--- src/shared/tlia_pkg.sv ---
// Functional notes
// - Every source has one priority bit choosing the low or high level.
// - High level preempts a running low routine; nothing preempts a high routine.
// - A preempted low routine resumes after the high routine returns.
// - All priority bits clear to the low level at reset.
// - Among simultaneous requests, a high-level request wins over low-level ones.
// - Within one level the smallest order number wins; orders run 0 to 21.
// - Pending requests are sampled and priority decoded on every clock.
// - Fastest entry is 7 clocks, of which the long call takes 5.
// - After a return, exactly one more instruction runs before the next call; the code lets two instructions end before the call.
// - Worst case with no competing routine is 19 clocks, 1+5+8+5.
// - A request at equal or lower level waits for return plus one instruction.
// - Reset vector is 0x0000; source vector is 0x0003 plus eight times order.
// - Only external 0/1 and timer 0/1 flags clear by hardware on vectoring.
// - Conversion-done uses order 10, vector 0x0053, own enable and priority bits.
// - A read-only flag cannot be cleared by software; only its enable stops it.
// - Priority bits sit at the same positions as the matching enable bits.
// - A flag sets on its event whatever its enable state.
// - Individual enables count only while global enable bit 7 is set.
// - A flag still set after a return raises a new request after one instruction.
package tlia_pkg;
  localparam int          NUM_SRC        = 22;
  localparam int          ORD_W          = 5;
  localparam int          CLK_PERIOD_NS  = 50;
  // Register byte addresses
  localparam logic [4:0]  ADDR_BASIC_EN  = 5'h00;
  localparam logic [4:0]  ADDR_BASIC_PRI = 5'h04;
  localparam logic [4:0]  ADDR_EXT_EN_A  = 5'h08;
  localparam logic [4:0]  ADDR_EXT_EN_B  = 5'h0c;
  localparam logic [4:0]  ADDR_EXT_PRI_A = 5'h10;
  localparam logic [4:0]  ADDR_EXT_PRI_B = 5'h14;
  localparam logic [4:0]  ADDR_PENDING   = 5'h18;
  localparam logic [4:0]  ADDR_STATUS    = 5'h1c;
  // Reset values and field positions
  localparam logic [7:0]  EN_RST         = 8'h00;
  localparam logic [7:0]  PRI_RST        = 8'h00;
  localparam int          GLOBAL_EN_BIT  = 7;
  localparam int          BASIC_SRCS     = 7;
  localparam int          EXT_A_SRCS     = 8;
  localparam int          EXT_B_SRCS     = 7;
  localparam logic [21:0] HW_CLR_MASK    = 22'h00000f;
  localparam logic [21:0] RO_MASK        = 22'h008000;
  localparam int          ORD_CONV_DONE  = 10;
  // Vectors
  localparam logic [15:0] VEC_RESET      = 16'h0000;
  localparam logic [15:0] VEC_BASE       = 16'h0003;
  // Timing in system clocks
  localparam int          DETECT_CLKS    = 1;
  localparam int          LCALL_CLKS     = 5;
  localparam int          MIN_LAT_CLKS   = 7;
  localparam int          MAX_LAT_CLKS   = 19;
  localparam logic [2:0]  LCALL_LAST     = 3'(LCALL_CLKS - 1);

  typedef enum logic [1:0] {
    ST_RUN        = 2'b00,
    ST_CALL       = 2'b01,
    ST_AFTER_RETI = 2'b10
  } tlia_state_t;
endpackage

--- src/rtl/tlia_arbiter.sv ---
// The Avalon-MM slave port and the placing of the registers were chosen for this implementation.
`timescale 1ns/1ps
// Two-level interrupt arbiter with Avalon-MM register access
module tlia_arbiter
  import tlia_pkg::*;
(
  input  wire logic                clk,
  input  wire logic                rst_n,
  input  wire logic [4:0]          avs_address,
  input  wire logic                avs_read,
  input  wire logic                avs_write,
  input  wire logic [31:0]         avs_writedata,
  input  wire logic [3:0]          avs_byteenable,
  output logic [31:0]              avs_readdata,
  output logic                     avs_waitrequest,
  input  wire logic [NUM_SRC-1:0]  src_set,
  input  wire logic                insn_done,
  input  wire logic                reti_done,
  output logic                     call_req,
  output logic [15:0]              call_vector,
  output logic                     isr_entry,
  output logic [NUM_SRC-1:0]       pending_flags,
  output logic                     level_high,
  output logic                     level_low
);
  logic [7:0]         basic_en_q;
  logic [7:0]         basic_pri_q;
  logic [7:0]         ext_en_a_q;
  logic [7:0]         ext_en_b_q;
  logic [7:0]         ext_pri_a_q;
  logic [7:0]         ext_pri_b_q;
  logic               wait_q;
  logic [31:0]        rdata_q;
  tlia_state_t        st_q;
  tlia_state_t        st_d;
  logic [2:0]         cnt_q;
  logic               act_hi_q;
  logic               act_lo_q;
  logic               samp_valid_q;
  logic               samp_high_q;
  logic [ORD_W-1:0]   samp_ord_q;
  logic [ORD_W-1:0]   call_ord_q;
  logic               call_req_q;
  logic [15:0]        call_vec_q;
  logic               entry_q;

  // Bus decode
  wire                req_any   = avs_read | avs_write;
  wire                wr_fire   = avs_write & ~wait_q & avs_byteenable[0];
  wire [7:0]          wbyte     = avs_writedata[7:0];
  wire                we_ben    = wr_fire && avs_address == ADDR_BASIC_EN;
  wire                we_bpri   = wr_fire && avs_address == ADDR_BASIC_PRI;
  wire                we_ena    = wr_fire && avs_address == ADDR_EXT_EN_A;
  wire                we_enb    = wr_fire && avs_address == ADDR_EXT_EN_B;
  wire                we_pria   = wr_fire && avs_address == ADDR_EXT_PRI_A;
  wire                we_prib   = wr_fire && avs_address == ADDR_EXT_PRI_B;
  wire                we_pend   = avs_write && !wait_q && avs_address == ADDR_PENDING;

  // Per-source enable and priority, same bit positions in both register sets
  wire [NUM_SRC-1:0]  en_all    = {ext_en_b_q[EXT_B_SRCS-1:0], ext_en_a_q, basic_en_q[BASIC_SRCS-1:0]};
  wire [NUM_SRC-1:0]  pri_all   = {ext_pri_b_q[EXT_B_SRCS-1:0], ext_pri_a_q, basic_pri_q[BASIC_SRCS-1:0]};
  wire                global_en = basic_en_q[GLOBAL_EN_BIT];
  wire [NUM_SRC-1:0]  pend;
  wire [NUM_SRC-1:0]  eligible  = pend & en_all & {NUM_SRC{global_en}};
  wire [NUM_SRC-1:0]  hi_req    = eligible & pri_all;
  wire [NUM_SRC-1:0]  lo_req    = eligible & ~pri_all;
  wire                hi_valid;
  wire                lo_valid;
  wire [ORD_W-1:0]    hi_idx;
  wire [ORD_W-1:0]    lo_idx;

  // Service admission: high preempts low only, nothing preempts high
  wire                allowed   = samp_high_q ? !act_hi_q : (!act_hi_q && !act_lo_q);
  wire                start     = st_q == ST_RUN && insn_done && samp_valid_q && allowed;
  wire [15:0]         vec_calc  = VEC_BASE + {8'h00, samp_ord_q, 3'b000};
  wire [NUM_SRC-1:0]  hw_clr;
  wire [NUM_SRC-1:0]  pend_wval = avs_writedata[NUM_SRC-1:0];
  wire [31:0]         status_w  = {22'h000000, st_q, act_hi_q, act_lo_q, 1'b0, call_ord_q};

  // Read mux, unmapped addresses read as zero
  wire [31:0]         rd_mux    =
    avs_address == ADDR_BASIC_EN  ? {24'h000000, basic_en_q} :
    avs_address == ADDR_BASIC_PRI ? {24'h000000, basic_pri_q} :
    avs_address == ADDR_EXT_EN_A  ? {24'h000000, ext_en_a_q} :
    avs_address == ADDR_EXT_EN_B  ? {24'h000000, ext_en_b_q} :
    avs_address == ADDR_EXT_PRI_A ? {24'h000000, ext_pri_a_q} :
    avs_address == ADDR_EXT_PRI_B ? {24'h000000, ext_pri_b_q} :
    avs_address == ADDR_PENDING   ? {10'h000, pend} :
    avs_address == ADDR_STATUS    ? status_w : 32'h00000000;

  tlia_prio_enc #(.W(NUM_SRC)) u_enc_hi (
    .req   (hi_req),
    .valid (hi_valid),
    .idx   (hi_idx)
  );

  tlia_prio_enc #(.W(NUM_SRC)) u_enc_lo (
    .req   (lo_req),
    .valid (lo_valid),
    .idx   (lo_idx)
  );

  // Pending flags; only the first four clear on vectoring, read-only ones ignore writes
  for (genvar g = 0; g < NUM_SRC; g++) begin : g_flag
    assign hw_clr[g] = start && samp_ord_q == ORD_W'(g);
    tlia_flag #(.HW_CLR(HW_CLR_MASK[g]), .SW_WR(!RO_MASK[g])) u_flag (
      .clk    (clk),
      .rst_n  (rst_n),
      .set_ev (src_set[g]),
      .sw_we  (we_pend && avs_byteenable[g/8]),
      .sw_val (pend_wval[g]),
      .hw_clr (hw_clr[g]),
      .flag_q (pend[g])
    );
  end

  // One wait state on every access
  always_ff @(posedge clk or negedge rst_n) begin
    if (!rst_n) begin
      wait_q  <= 1'b1;
      rdata_q <= 32'h00000000;
    end else begin
      wait_q  <= ~(req_any & wait_q);
      rdata_q <= rd_mux;
    end
  end

  // Enable and priority registers
  always_ff @(posedge clk or negedge rst_n) begin
    if (!rst_n) begin
      basic_en_q  <= EN_RST;
      ext_en_a_q  <= EN_RST;
      ext_en_b_q  <= EN_RST;
      basic_pri_q <= PRI_RST;
      ext_pri_a_q <= PRI_RST;
      ext_pri_b_q <= PRI_RST;
    end else begin
      if (we_ben)  basic_en_q  <= wbyte;
      if (we_bpri) basic_pri_q <= wbyte;
      if (we_ena)  ext_en_a_q  <= wbyte;
      if (we_enb)  ext_en_b_q  <= wbyte;
      if (we_pria) ext_pri_a_q <= wbyte;
      if (we_prib) ext_pri_b_q <= wbyte;
    end
  end

  // Detection stage: sample and decode every clock
  always_ff @(posedge clk or negedge rst_n) begin
    if (!rst_n) begin
      samp_valid_q <= 1'b0;
      samp_high_q  <= 1'b0;
      samp_ord_q   <= '0;
    end else begin
      samp_valid_q <= hi_valid | lo_valid;
      samp_high_q  <= hi_valid;
      samp_ord_q   <= hi_valid ? hi_idx : lo_idx;
    end
  end

  // Sequencer: long call, and one instruction of grace after a return
  always_comb begin
    st_d = st_q;
    case (st_q)
      ST_RUN: begin
        if (start) begin
          st_d = ST_CALL;
        end else if (reti_done) begin
          st_d = ST_AFTER_RETI;
        end
      end
      ST_CALL: begin
        if (cnt_q == 3'h0) begin
          st_d = ST_RUN;
        end
      end
      ST_AFTER_RETI: begin
        if (insn_done) begin
          st_d = ST_RUN;
        end
      end
      default: begin
        st_d = ST_RUN;
      end
    endcase
  end

  always_ff @(posedge clk or negedge rst_n) begin
    if (!rst_n) begin
      st_q       <= ST_RUN;
      cnt_q      <= 3'h0;
      call_req_q <= 1'b0;
      entry_q    <= 1'b0;
      call_vec_q <= VEC_RESET;
      call_ord_q <= '0;
    end else begin
      st_q       <= st_d;
      call_req_q <= st_d == ST_CALL;
      entry_q    <= st_q == ST_CALL && st_d == ST_RUN;
      cnt_q      <= start ? LCALL_LAST : (cnt_q != 3'h0 ? cnt_q - 3'h1 : 3'h0);
      if (start) begin
        call_vec_q <= vec_calc;
        call_ord_q <= samp_ord_q;
      end
    end
  end

  // Active levels; a return ends the high routine first so a low one resumes
  always_ff @(posedge clk or negedge rst_n) begin
    if (!rst_n) begin
      act_hi_q <= 1'b0;
      act_lo_q <= 1'b0;
    end else if (start) begin
      act_hi_q <= act_hi_q | samp_high_q;
      act_lo_q <= act_lo_q | !samp_high_q;
    end else if (reti_done) begin
      if (act_hi_q) begin
        act_hi_q <= 1'b0;
      end else begin
        act_lo_q <= 1'b0;
      end
    end
  end

  // Outputs straight from flip-flops
  assign avs_waitrequest = wait_q;
  assign avs_readdata    = rdata_q;
  assign call_req        = call_req_q;
  assign call_vector     = call_vec_q;
  assign isr_entry       = entry_q;
  assign pending_flags   = pend;
  assign level_high      = act_hi_q;
  assign level_low       = act_lo_q;
endmodule

--- src/rtl/tlia_flag.sv ---
`timescale 1ns/1ps
// One interrupt pending flag; an event wins over any clear in the same cycle
module tlia_flag
  import tlia_pkg::*;
#(
  parameter bit HW_CLR = 1'b0,
  parameter bit SW_WR  = 1'b1
) (
  input  wire logic clk,
  input  wire logic rst_n,
  input  wire logic set_ev,
  input  wire logic sw_we,
  input  wire logic sw_val,
  input  wire logic hw_clr,
  output logic      flag_q
);
  logic flag_d;

  // Event first, then vectoring clear, then software write
  always_comb begin
    flag_d = flag_q;
    if (set_ev) begin
      flag_d = 1'b1;
    end else if (hw_clr && HW_CLR) begin
      flag_d = 1'b0;
    end else if (sw_we && SW_WR) begin
      flag_d = sw_val;
    end
  end

  always_ff @(posedge clk or negedge rst_n) begin
    if (!rst_n) begin
      flag_q <= 1'b0;
    end else begin
      flag_q <= flag_d;
    end
  end
endmodule

--- src/rtl/tlia_prio_enc.sv ---
`timescale 1ns/1ps
// Fixed-order encoder: the lowest set index wins
module tlia_prio_enc
  import tlia_pkg::*;
#(
  parameter int W = NUM_SRC
) (
  input  wire logic [W-1:0]     req,
  output logic                  valid,
  output logic [ORD_W-1:0]      idx
);
  // Scan from the top so the smallest index is written last
  always_comb begin
    valid = 1'b0;
    idx   = '0;
    for (int i = W - 1; i >= 0; i--) begin
      if (req[i]) begin
        valid = 1'b1;
        idx   = ORD_W'(i);
      end
    end
  end
endmodule

--- config.mk ---
export PLATFORM = sky130hd
export DESIGN_NAME = tlia_arbiter
export DESIGN_NICKNAME = d
export VERILOG_FILES = /design/src/shared/tlia_pkg.sv /design/src/rtl/tlia_arbiter.sv /design/src/rtl/tlia_flag.sv /design/src/rtl/tlia_prio_enc.sv
export SDC_FILE = /design/constraint.sdc
export NUM_CORES = 1
export LEC_CHECK = 0
export BUFFER_PORTS_ARGS = -buffer_cell sky130_fd_sc_hd__buf_2
export CAP_MARGIN = 20
export CORE_AREA = 8 8 102 197
export CTS_BUF_LIST = sky130_fd_sc_hd__clkbuf_16
export CTS_CLUSTER_DIAMETER = 30
export DETAILED_ROUTE_END_ITERATION = 6
export DIE_AREA = 0 0 110 205
export HOLD_SLACK_MARGIN = 0.15
export SYNTH_ARGS = -nofsm -noshare
export SYNTH_HDL_FRONTEND = slang
export SYNTH_SLANG_ARGS = --single-unit
--- constraint.sdc ---
create_clock -name clk -period 2.69 [get_ports clk]
set_input_delay 0.538 -clock clk [delete_from_list [all_inputs] [get_ports clk]]
set_output_delay 0.538 -clock clk [all_outputs]
set_load 0.02 [all_outputs]
* Yosys cells after proc, flatten, opt, wreduce, memory -nomap -nowiden
Index checks and enable logic that the tools add are counted.
** Storage, ports and cells
- ROM bits :: 0
- Output and inout bits :: 75
- Latch bits :: 0
- Bits in registers :: 130
- Memory bits (writable) :: 0
- Memories kept :: 0
** Operators by class
- Magnitude comparators :: 0
- Bitwise logic cells :: 14
- Shift-type cells :: 0
- Reductions and logical operators :: 53
- Equality and inequality tests :: 14
- Divide/modulo/power cells :: 0
- $add $sub $neg :: 2
- Multipliers :: 0
- Muxes and demuxes :: 156
** Operators by type and width (count)
- 5-bit two-way mux :: 45
- 22-bit two-way mux :: 7
- 1-bit two-way mux :: 96
- 22-bit bitwise AND :: 4
- 2-bit nonzero test :: 18
- 22-bit inverter :: 1
- 5-bit equality test, second input constant :: 4
- 1-bit logical AND :: 20
- 3-bit nonzero test :: 5
- 5-bit by 2-bit equality test with 1-bit output, second input constant :: 2
- 5-bit by 4-bit equality test with 1-bit output, second input constant :: 2
- 5-bit zero test :: 2
- 10-bit two-way mux :: 1
- 2-bit by 8-bit adder with 9-bit output, first input constant :: 1
- 2-bit two-way mux :: 4
- 3-bit two-way mux :: 2
- 2-bit case mux with 3 select lines :: 1
- 5-bit by 1-bit equality test with 1-bit output, second input constant :: 1
- 5-bit by 3-bit equality test with 1-bit output, second input constant :: 1
- 2-bit by 1-bit equality test with 1-bit output, second input constant :: 2
- 1-bit zero test :: 4
- 2-bit zero test :: 2
- 1-bit OR :: 4
- 1-bit bitwise AND :: 3
- other kinds (6) :: 7

* Longest topological paths before layout
Gate-level depths: netlist of run 1.
- Depth in word-level cells :: 26
- Mapped depth :: 10
- Gate-level depth less buffers :: 6

* Hierarchy
Synthesis of run 1 repeated with hierarchy kept, for this count alone.
** Second synthesis, totals
- Cells, all modules :: 625
- Area total of the unflattened synthesis :: 6177.2 µm²
** By module, submodules not included
- tlia_arbiter :: cells each 472, sequential area each 2328.5 µm², instances 1, area an instance 4749.6 µm²
- tlia_flag at g_flag[10].u_flag ... :: cells each 3, sequential area each 25.0 µm², instances 17, area an instance 40.0 µm²
- tlia_prio_enc :: cells each 44, sequential area each 0.0 µm², instances 2, area an instance 272.8 µm²
- tlia_flag at g_flag[0].u_flag ... :: cells each 3, sequential area each 25.0 µm², instances 4, area an instance 42.5 µm²
- tlia_flag at g_flag[15].u_flag :: cells each 2, sequential area each 25.0 µm², instances 1, area an instance 31.3 µm²

* Worst setup path after synthesis of run 1
OpenSTA, ideal clock, no wires.
- Path kind :: flip-flop to flip-flop
- Start point :: register basic_en_q[7]
- End point :: register samp_valid_q
- Slack :: 0.572 ns
- Buffers on the path :: 2
- Data required time :: 2.566 ns
- Clock period less this slack :: 2.118 ns
- Cell stages (with the launch flop) :: 9
- Arrival time :: 1.994 ns
- Cell sequence :: dfrtp_1 -> buf_6 -> buf_6 -> nand4_1 -> nand4_2 -> nor3_2 -> nand3_2 -> or4_4 -> or2_1
** On the way
- Cells in the longest elaborated chain, start to end :: 25
- Elaborated cells on any way between the ends :: 48
- Classes of those cells :: mux: 44; bitwise: 4
** RTL lines
- from (decl) :: RTL line tlia_arbiter.sv:26 : logic [7:0] basic_en_q;
- from (signal assigned) :: RTL line tlia_arbiter.sv:138 : if (we_ben) basic_en_q <= wbyte;
- 22-bit bitwise AND (*) :: RTL line tlia_arbiter.sv:64 : wire [NUM_SRC-1:0] eligible = pend & en_all & {NUM_SRC{global_en}};
- 22-bit bitwise AND (*) :: RTL line tlia_arbiter.sv:65 : wire [NUM_SRC-1:0] hi_req = eligible & pri_all;
- 1-bit two-way mux (21 in series) :: RTL line tlia_prio_enc.sv:17 : if (req[i]) begin
- 1-bit two-way mux (*) :: RTL line tlia_prio_enc.sv:17
- named net hi_valid :: RTL line tlia_arbiter.sv:67 : wire hi_valid;
- 1-bit OR (*) :: RTL line tlia_arbiter.sv:154 : samp_valid_q <= hi_valid | lo_valid;
- to (signal assigned) :: RTL line tlia_arbiter.sv:154
- to (decl) :: RTL line tlia_arbiter.sv:39 : logic samp_valid_q;
The timed path passes the listed nets; every way through them passes the cells marked *.
A chain may end at the register's enable or synchronous reset.

* Worst setup path after layout of run 1
- Start point :: register ext_pri_a_q[4]
- End point :: register samp_ord_q[0]
** On the way
- Cells in the longest elaborated chain, start to end :: 15
- Elaborated cells on any way between the ends :: 40
- Classes of those cells :: mux: 37; bitwise: 3
** RTL lines
- from (decl) :: RTL line tlia_arbiter.sv:30 : logic [7:0] ext_pri_a_q;
- from (signal assigned) :: RTL line tlia_arbiter.sv:142 : if (we_pria) ext_pri_a_q <= wbyte;
- 22-bit inverter :: RTL line tlia_arbiter.sv:66 : wire [NUM_SRC-1:0] lo_req = eligible & ~pri_all;
- 22-bit bitwise AND :: RTL line tlia_arbiter.sv:66
- 5-bit two-way mux (12 in series) :: RTL line tlia_prio_enc.sv:17
- 5-bit two-way mux (*) :: RTL line tlia_arbiter.sv:156 : samp_ord_q <= hi_valid ? hi_idx : lo_idx;
- to (signal assigned) :: RTL line tlia_arbiter.sv:156
- to (decl) :: RTL line tlia_arbiter.sv:41 : logic [ORD_W-1:0] samp_ord_q;
Every way passes the cells marked *; elsewhere a longest branch is shown, timed or not.

==> results.sh, run 1 <==
export IMPL_status="finished clean"
export IMPL_synth_most_common_cell="dfrtp_1"
export IMPL_hold_path_class="input pin to async pin"
export IMPL_clk_latency_ns=0.41
export IMPL_fin_cells=897
export IMPL_io_pins=144
export IMPL_antenna_cells=0
export IMPL_ys_top_cells_by_area="dfrtp_1, mux2_2, buf_4, nand3_1, nand4_1"
export IMPL_synth_top_flop_cell="dfrtp_1"
export IMPL_fp_dieH_um=205
export IMPL_clk_pin_slew_ns=0.06
export IMPL_yosysSeqAreaShare_pct=48.0
export IMPL_setup_violations=0
export IMPL_antenna_found_initial=0
export IMPL_synth_top_family_by_area="simple AND/OR/NAND/NOR gates"
export IMPL_vias_per_cell=5.43
export IMPL_wl_per_cell_um=21.4
export IMPL_clockBufferDepth=2
export IMPL_end_kind="register"
export IMPL_min_period_over_period_pct=86.7
export IMPL_die_area_mm2=0.0226
export IMPL_dpl_cell_count=865
export IMPL_ant_nets=0
export IMPL_final_nets=742
export IMPL_tightest_slew_ns=0.650
export IMPL_synthAdderAreaFrac_pct=0.417
export IMPL_globalRouteOverflowTotal=0
export IMPL_hold_violations=0
export IMPL_cp_start_kind="register"
export IMPL_drive_gt1_share_pct=34.2
export IMPL_area_growth_pct=21.1
export IMPL_drtIter0Drc=334
export IMPL_fin_skew_ns=0.00712
export IMPL_yosys_area_share_simple_pct=21.5
export IMPL_cts_resized=0
export IMPL_combPwrFrac_pct=11.5
export IMPL_grt_usage_pct=17.6
export IMPL_power_density_mw_per_mm2=661
export IMPL_peakVddDrop_mv=0.411
export IMPL_ys_seq_elements=115
export IMPL_die_w_um=110
export IMPL_intPower_mw=3.53
export IMPL_cts_buffers=17
export IMPL_required_ns=3.04
export IMPL_p_seq_share_pct=41.5
export IMPL_postCtsSetupBuffers=0
export IMPL_grt_pass1_vias=4997
export IMPL_power_share_switching_pct=26.5
export IMPL_dp_hpwl_um=14700
export IMPL_crit_type="register to register"
export IMPL_place_gp_congestion=0.925
export IMPL_synth_xor_area_share_pct=0.292
export IMPL_core_area_mm2=0.0175
export IMPL_drv_cap=0
export IMPL_fillers=1745
export IMPL_num_rows=69
export IMPL_critPathMaxFanout=6
export IMPL_grt_max_degree=51
export IMPL_arrival_ns=2.68
export IMPL_min_period_ns=2.33
export IMPL_portBuffers=112
export IMPL_clock_sinks=115
export IMPL_drv_slew=0
export IMPL_syn_inst=564
export IMPL_drt_pass1_iterations=6
export IMPL_maxSlewHeadroom_pct=56.6
export IMPL_synth_edf_count=0
export IMPL_vias=4872
export IMPL_synth_top_area_share_pct=47.6
export IMPL_yosysWarningCount=0
export IMPL_clock_root_buffer="clkbuf_16"
export IMPL_initial_core_util_pct=34.2
export IMPL_grt_setup_unrepaired="no"
export IMPL_synth_cell_types=66
export IMPL_wl_um=19200
export IMPL_grt_first_pass_wirelength_um=29200
export IMPL_synth_cell_area_mm2=0.00600
export IMPL_postCtsHoldBufs=0
export IMPL_ys_async_sr_fraction_pct=100
export IMPL_synth_area_leader_cell="dfrtp_1"
export IMPL_pwr_share_clk_pct=47.0
export IMPL_drc=0
export IMPL_cts_tree="built"
export IMPL_cts_htree_levels=4
export IMPL_p_switching_mw=1.27
export IMPL_power_leakage_nw=3.58
export IMPL_synth_avg_cell_area_um2=10.6
export IMPL_synth_mux_area_fraction_pct=11.0
export IMPL_synth_compound_area_share_pct=11.3
export IMPL_tns_ns=0
export IMPL_yosys_top_cells_count="dfrtp_1, mux2_2, buf_4"
export IMPL_fmax_mhz=429
## sequential cells by signal, summed over array words and instances (netlist names), 2 cells and up
signal	count
call_ord_q	5
ext_en_b_q	8
ext_en_a_q	8
st_q	2
samp_ord_q	5
basic_pri_q	8
ext_pri_b_q	8
ext_pri_a_q	8
avs_readdata	22
g_flag.u_flag.flag_q	22
cnt_q	3
basic_en_q	8
## cell families after synthesis
family                   Yosys count
adder cells (fa/ha/maj)            2
AND/OR/NAND/NOR                  218
AO/OA/AOI/OAI                     97
buffers and inverters             70
other                              1
XOR/XNOR                           2
flip-flops                       115
multiplexers                      59
## metrics by stage
stage | hold slack (ns) | total power [mW] | area (µm²) | setup WS [ns] | util, %
after floorplan | 0.242 | 2.35 | 6070 | 0.572 | -
after global placement | 0.455 | 2.56 | 6670 | 0.350 | 38.1
after detailed placement | 0.468 | 2.58 | 6670 | 0.293 | 38.1
after CTS | 0.175 | 4.86 | 7260 | 0.364 | 41.5
after global routing | 0.209 | 5.01 | 7260 | 0.264 | 41.5
final | 0.160 | 4.80 | 7260 | 0.359 | 41.5
## routing by layer
| layer | vias to the layer above | GRT usage (%) | share of wire (%) |
|---|---|---|---|
| li1 | 2254 | - | - |
| met1 | 2409 | 20.8 | 39 |
| met2 | 175 | 29.7 | 52 |
| met3 | 34 | 3.59 | 6.0 |
| met4 | 0 | 7.33 | 3.1 |
| met5 | - | 0 | 0 |
## worst max-delay path, cell delays in order, from the launching register on
cell      delay [ns]
dfrtp_1         0.40
and4b_4         0.38
and3b_1         0.19
or4_1           0.40
a211o_1         0.32
a221oi_1        0.35
o22a_1          0.21
## area by class of cell
| class | count | area (µm²) | share of cell area (%) |
|---|---|---|---|
| sequential | 115 | 2880 | 39.6 |
| timing repair buffer | 133 | 746 | 10.3 |
| clock inverter | 15 | 168 | 2.31 |
| tap | 213 | 267 | 3.67 |
| clock buffer | 17 | 425 | 5.86 |
| multi-input combinational | 397 | 2750 | 37.9 |
| inverter | 7 | 26.3 | 0.362 |
## power groups by stage
stage	clock network (mW)	registers (mW)	logic, mW
2_1_floorplan	0	2.02	0.335
3_3_place_gp	0	2.02	0.545
3_5_place_dp	0	2.02	0.554
4_1_cts	2.31	2.00	0.558
5_1_grt	2.39	2.01	0.606
6_report	2.26	1.99	0.551
## layout by cell type (no fill, tap or decap), types with 6 or more instances in the layout
cell       instances
dfrtp_1          114
buf_2            111
mux2_2            53
nor2_1            37
nand2_1           34
nand3_1           30
nand4_1           23
buf_4             20
conb_1            19
a21oi_1           18
clkbuf_16         17
nand3b_1          16
and3_1            15
o21ai_0           13
a221oi_1          13
a22oi_1           10
nand2b_1           9
inv_1              8
nor2b_1            6
mux2i_1            6
## worst paths after layout
check / start / end / slack (ns) / cells past startpoint
hold / removal: rst_n / avs_readdata[16] / 0.16 / 1
max in group asynchronous: rst_n / basic_pri_q[2] / 1.84 / 2
min in group clk: avs_read / avs_waitrequest / 0.27 / 2
setup reg to reg: ext_pri_a_q[4] / samp_ord_q[0] / 0.36 / 6
hold reg to reg: cnt_q[0] / cnt_q[0] / 0.47 / 1
setup / recovery: ext_pri_a_q[4] / samp_ord_q[0] / 0.36 / 6
(Power assumes the default switching activity.)
==> run 2: changes to the inputs <==
- CORE_AREA: 8 8 102 197 -> 8 8 103 199
- DIE_AREA: 0 0 110 205 -> 0 0 111 207
- SYNTH_HIERARCHICAL: not set -> 1
==> results.sh, run 2 <==
export IMPL_die_w_um=111
export IMPL_synth_avg_cell_area_um2=10.1
export IMPL_required_ns=2.98
export IMPL_power_leakage_nw=3.51
export IMPL_arrival_ns=2.84
export IMPL_drt_pass1_iterations=5
export IMPL_r2r_start="basic_en_q[7]"
export IMPL_drive_gt1_share_pct=32.2
export IMPL_cts_tree="built"
export IMPL_vias_per_cell=5.23
export IMPL_vias=5017
export IMPL_grt_first_pass_wirelength_um=29500
export IMPL_grt_max_degree=43
export IMPL_power_share_switching_pct=26.0
export IMPL_intPower_mw=3.51
export IMPL_power_density_mw_per_mm2=631
export IMPL_drc=0
export IMPL_critPathMaxFanout=14
export IMPL_status="finished clean"
export IMPL_cts_htree_levels=4
export IMPL_final_common_cell="dfrtp_1"
export IMPL_drv_cap=0
export IMPL_grt_usage_pct=16.3
export IMPL_cp_start_kind="register"
export IMPL_cp_startpoint="basic_en_q[7]"
export IMPL_clk_latency_ns=0.41
export IMPL_yosysWarningCount=6
export IMPL_die_area_mm2=0.0230
export IMPL_fillers=1772
export IMPL_mostFrequentLayoutCells="dfrtp_1, buf_2, nor2_1, mux2_2, inv_1"
export IMPL_portBuffers=112
export IMPL_cp_endpoint="samp_valid_q"
export IMPL_p_switching_mw=1.23
export IMPL_worstReg2RegEnd="samp_valid_q"
export IMPL_io_pins=144
export IMPL_dp_hpwl_um=14300
export IMPL_globalRouteOverflowTotal=0
export IMPL_min_period_ns=2.55
export IMPL_place_gp_congestion=0.921
export IMPL_clock_sinks=115
export IMPL_synth_cell_area_mm2=0.00607
export IMPL_num_rows=70
export IMPL_peakVddDrop_mv=0.362
export IMPL_final_nets=799
export IMPL_grt_pass1_vias=5169
export IMPL_dpl_cell_count=926
export IMPL_area_growth_pct=24.0
export IMPL_setup_violations=0
export IMPL_end_kind="register"
export IMPL_core_area_mm2=0.0180
export IMPL_fmax_mhz=392
export IMPL_syn_inst=601
export IMPL_cts_buffers=17
export IMPL_drv_slew=0
export IMPL_clockBufferDepth=2
export IMPL_ant_nets=0
export IMPL_wl_um=18600
export IMPL_wl_per_cell_um=19.4
export IMPL_crit_type="register to register"
export IMPL_combPwrFrac_pct=11.1
export IMPL_drtIter0Drc=342
export IMPL_grt_setup_unrepaired="no"
export IMPL_p_seq_share_pct=41.4
export IMPL_reg2reg_depth=6
export IMPL_antenna_found_initial=1
export IMPL_clk_pin_slew_ns=0.06
export IMPL_tns_ns=0
export IMPL_fin_skew_ns=0.00860
export IMPL_fp_dieH_um=207
export IMPL_tightest_slew_ns=0.567
export IMPL_postLayoutCoreUtil_pct=41.9
export IMPL_fin_cells=959
export IMPL_hold_violations=0
export IMPL_maxSlewHeadroom_pct=61.9
export IMPL_r2r_slack_ns=0.14
export IMPL_clock_root_buffer="clkbuf_16"
export IMPL_antenna_cells=0
export IMPL_pwr_share_clk_pct=47.5
export IMPL_min_period_over_period_pct=94.7
export IMPL_initial_core_util_pct=33.8
export IMPL_hold_path_class="input pin to register"
run 2: changes by cell type in the layout (fill, tap and decap cells not counted), sizes merged, moves of 13 or more:
cell / delta
inv: +26
nand3b: -13
nor2: +41
nor2b: +18
and3: -13
nand4: -26
run 2: how the worst min path moves through the flow:
stage                    startpoint               to  slack [ns]  depth (start not counted)
CTS                        avs_read  avs_waitrequest        0.25                          2
global placement    avs_waitrequest  avs_waitrequest        0.45                          1
detailed placement  avs_waitrequest  avs_waitrequest        0.46                          1
floorplan                     rst_n  avs_readdata[0]        0.24                          0
finish                     avs_read  avs_waitrequest        0.27                          2
global route               avs_read  avs_waitrequest        0.26                          2
run 2: cell type report:
class | count | area, µm² | area share (%)
multi-input cells | 428 | 2890 | 38.4
well taps | 216 | 270 | 3.59
repair buffers | 136 | 771 | 10.2
inverters | 32 | 120 | 1.60
clock inverters | 15 | 166 | 2.21
flip-flops and latches | 115 | 2880 | 38.3
clock buffers | 17 | 425 | 5.65
run 2: metrics by stage:
step | hold slack [ns] | worst slack, ns | cell area (µm²) | power, mW
6_report | 0.269 | 0.142 | 7520 | 4.75
4_1_cts | 0.251 | 0.179 | 7510 | 4.81
3_3_place_gp | 0.450 | 0.166 | 6910 | 2.51
5_1_grt | 0.260 | 0.00477 | 7520 | 4.96
3_5_place_dp | 0.457 | 0.181 | 6910 | 2.52
2_1_floorplan | 0.242 | 0.141 | 6130 | 2.31
run 2: power by group through the flow:
stage / sequential (mW) / clock [mW] / combinational (mW)
2_1_floorplan: 1.98 / 0 / 0.328
3_3_place_gp: 1.99 / 0 / 0.521
3_5_place_dp: 1.99 / 0 / 0.529
4_1_cts: 1.96 / 2.31 / 0.533
5_1_grt: 1.98 / 2.39 / 0.586
6_report: 1.97 / 2.25 / 0.529
run 2: critical path, cell delays in order, from the launching register on:
cell     delay [ns]
dfrtp_1        0.58
nand3_1        0.21
nor2_1         0.10
or4_4          0.55
nor3_1         0.35
nand2_1        0.28
or2_2          0.35
run 2: what timing repair did:
item / in CTS / in global routing
setup buffers: 0 / 0
hold endpoints to repair: 39 / 0
hold buffers: 1 / 0
resized for setup: 0 / 2
endpoints found under the setup margin: 0 / 6
run 2: metal layers:
layer / GRT usage [%] / up-vias / share of wire (%)
met1: 19.8 / 2435 / 42
met4: 7.22 / 0 / 3.0
li1: - / 2349 / -
met5: 0 / - / 0
met2: 26.2 / 199 / 49
met3: 4.48 / 34 / 6.7
==> run 3: changes to the inputs <==
- ABC_AREA: not set -> 1
- CORE_AREA: 8 8 103 199 -> 8 8 106 205
- DIE_AREA: 0 0 111 207 -> 0 0 114 213
==> results.sh, run 3 <==
export IMPL_grt_usage_pct=16.6
export IMPL_io_pins=144
export IMPL_min_period_ns=2.37
export IMPL_drc=0
export IMPL_vias_per_cell=4.61
export IMPL_syn_inst=850
export IMPL_vias=5757
export IMPL_dp_hpwl_um=15300
export IMPL_fillers=2019
export IMPL_wl_per_cell_um=15.6
export IMPL_required_ns=3.04
export IMPL_crit_type="register to register"
export IMPL_final_nets=1046
export IMPL_cts_buffers=17
export IMPL_power_leakage_nw=4.12
export IMPL_die_area_mm2=0.0243
export IMPL_tns_ns=0
export IMPL_drt_pass1_iterations=4
export IMPL_end_kind="register"
export IMPL_cts_resized=0
export IMPL_final_common_cell="nand2_1"
export IMPL_drv_cap=0
export IMPL_cp_slowest_cell="dfrtp_1"
export IMPL_ant_nets=0
export IMPL_synth_cell_area_mm2=0.00642
export IMPL_clockBufferDepth=2
export IMPL_portBuffers=112
export IMPL_antenna_cells=0
export IMPL_globalRouteOverflowTotal=0
export IMPL_hold_violations=0
export IMPL_power_density_mw_per_mm2=637
export IMPL_path_cells="buf_4, nand3_1, nor2_1, nor2_1, o31ai_1, nand3_1, nand2_1, nand2_1, nand2_1, a21oi_1, a211oi_1, nand2_1, nand2_1"
export IMPL_die_w_um=114
export IMPL_maxSlewHeadroom_pct=49.0
export IMPL_cts_tree="built"
export IMPL_critPathMaxFanout=17
export IMPL_cp_start_kind="register"
export IMPL_tightest_slew_ns=0.765
export IMPL_setup_violations=0
export IMPL_postCtsSetupBuffers=0
export IMPL_clk_pin_slew_ns=0.06
export IMPL_dpl_cell_count=1217
export IMPL_cts_htree_levels=4
export IMPL_fmax_mhz=422
export IMPL_antenna_found_initial=0
export IMPL_place_gp_congestion=0.895
export IMPL_drtIter0Drc=361
export IMPL_peakVddDrop_mv=0.309
export IMPL_hold_path_class="input pin to async pin"
export IMPL_clock_root_buffer="clkbuf_16"
export IMPL_clock_sinks=115
export IMPL_synth_avg_cell_area_um2=7.56
export IMPL_mostFrequentLayoutCells="nand2_1, inv_1, dfrtp_1, buf_2, nor2_1"
export IMPL_grt_setup_unrepaired="no"
export IMPL_status="finished clean"
export IMPL_holdWs_ns=0.198
export IMPL_grt_max_degree=57
export IMPL_grt_first_pass_wirelength_um=30600
export IMPL_min_period_over_period_pct=88.1
export IMPL_p_total_mw=5.02
export IMPL_fin_skew_ns=0.00942
export IMPL_num_rows=72
export IMPL_wl_um=19500
export IMPL_fp_dieH_um=213
export IMPL_grt_pass1_vias=5824
export IMPL_initial_core_util_pct=33.6
export IMPL_area_growth_pct=22.7
export IMPL_cpMostUsedCell="nand2_1"
export IMPL_fin_cells=1249
export IMPL_postCtsHoldBufs=0
export IMPL_core_area_mm2=0.0191
export IMPL_clk_latency_ns=0.41
export IMPL_yosysWarningCount=6
export IMPL_drive_gt1_share_pct=24.4
export IMPL_drv_slew=0
export IMPL_crit_path_max_incr_delay_ns=0.53
export IMPL_arrival_ns=2.72
## run 3: power breakdown
group	switching (mW)	total (mW)	internal (mW)	leakage [nW]
Clock	0.861	2.51	1.65	0.312
Combinational	0.368	0.548	0.180	2.34
Sequential	0.104	1.96	1.85	1.46
Total	1.33	5.02	3.69	4.12
## run 3: cell type report
class                           count  area, µm²  area share (%)
Sequential cell                   115       2880            36.5
Tap cell                          259        324            4.11
Timing Repair Buffer              125        673            8.54
Multi-Input combinational cell    547       2680            34.0
Inverter                          171        671            8.51
Clock inverter                     15        229            2.91
Clock buffer                       17        425            5.40
## run 3: worst paths after layout
path,start,to,slack (ns),cells past startpoint
setup / recovery,basic_en_q[7],samp_ord_q[1],0.32,13
hold / removal,rst_n,avs_readdata[18],0.20,1
setup reg to reg,basic_en_q[7],samp_ord_q[1],0.32,13
hold reg to reg,samp_ord_q[3],call_ord_q[3],0.48,2
max in group asynchronous,rst_n,basic_pri_q[3],1.82,2
min in group clk,avs_read,avs_waitrequest,0.28,2
## run 3: metrics by stage
step	setup slack (ns)	cell area [µm²]	util, %
3_5_place_dp	0.348	7230	37.8
2_1_floorplan	0.609	6490	-
4_1_cts	0.395	7880	41.3
5_1_grt	0.0688	7880	41.3
6_report	0.321	7880	41.3
3_3_place_gp	0.389	7230	37.8
## run 3: per-layer routing
layer  routed length [µm]  global-route usage [%]  up-vias
met4                  602                    8.00        0
met2                 9990                    29.2      173
met1                 7800                    18.6     2705
met5                    0                       0        -
met3                 1060                    3.60       30
li1                     -                       -     2849
## run 3: worst max-delay path: cells and delay by family, from the launching register on
kind,cells,cell delay (ns)
buf+inv,1,0.31
compound gates,3,0.42
flops,1,0.53
simple gates,9,1.03
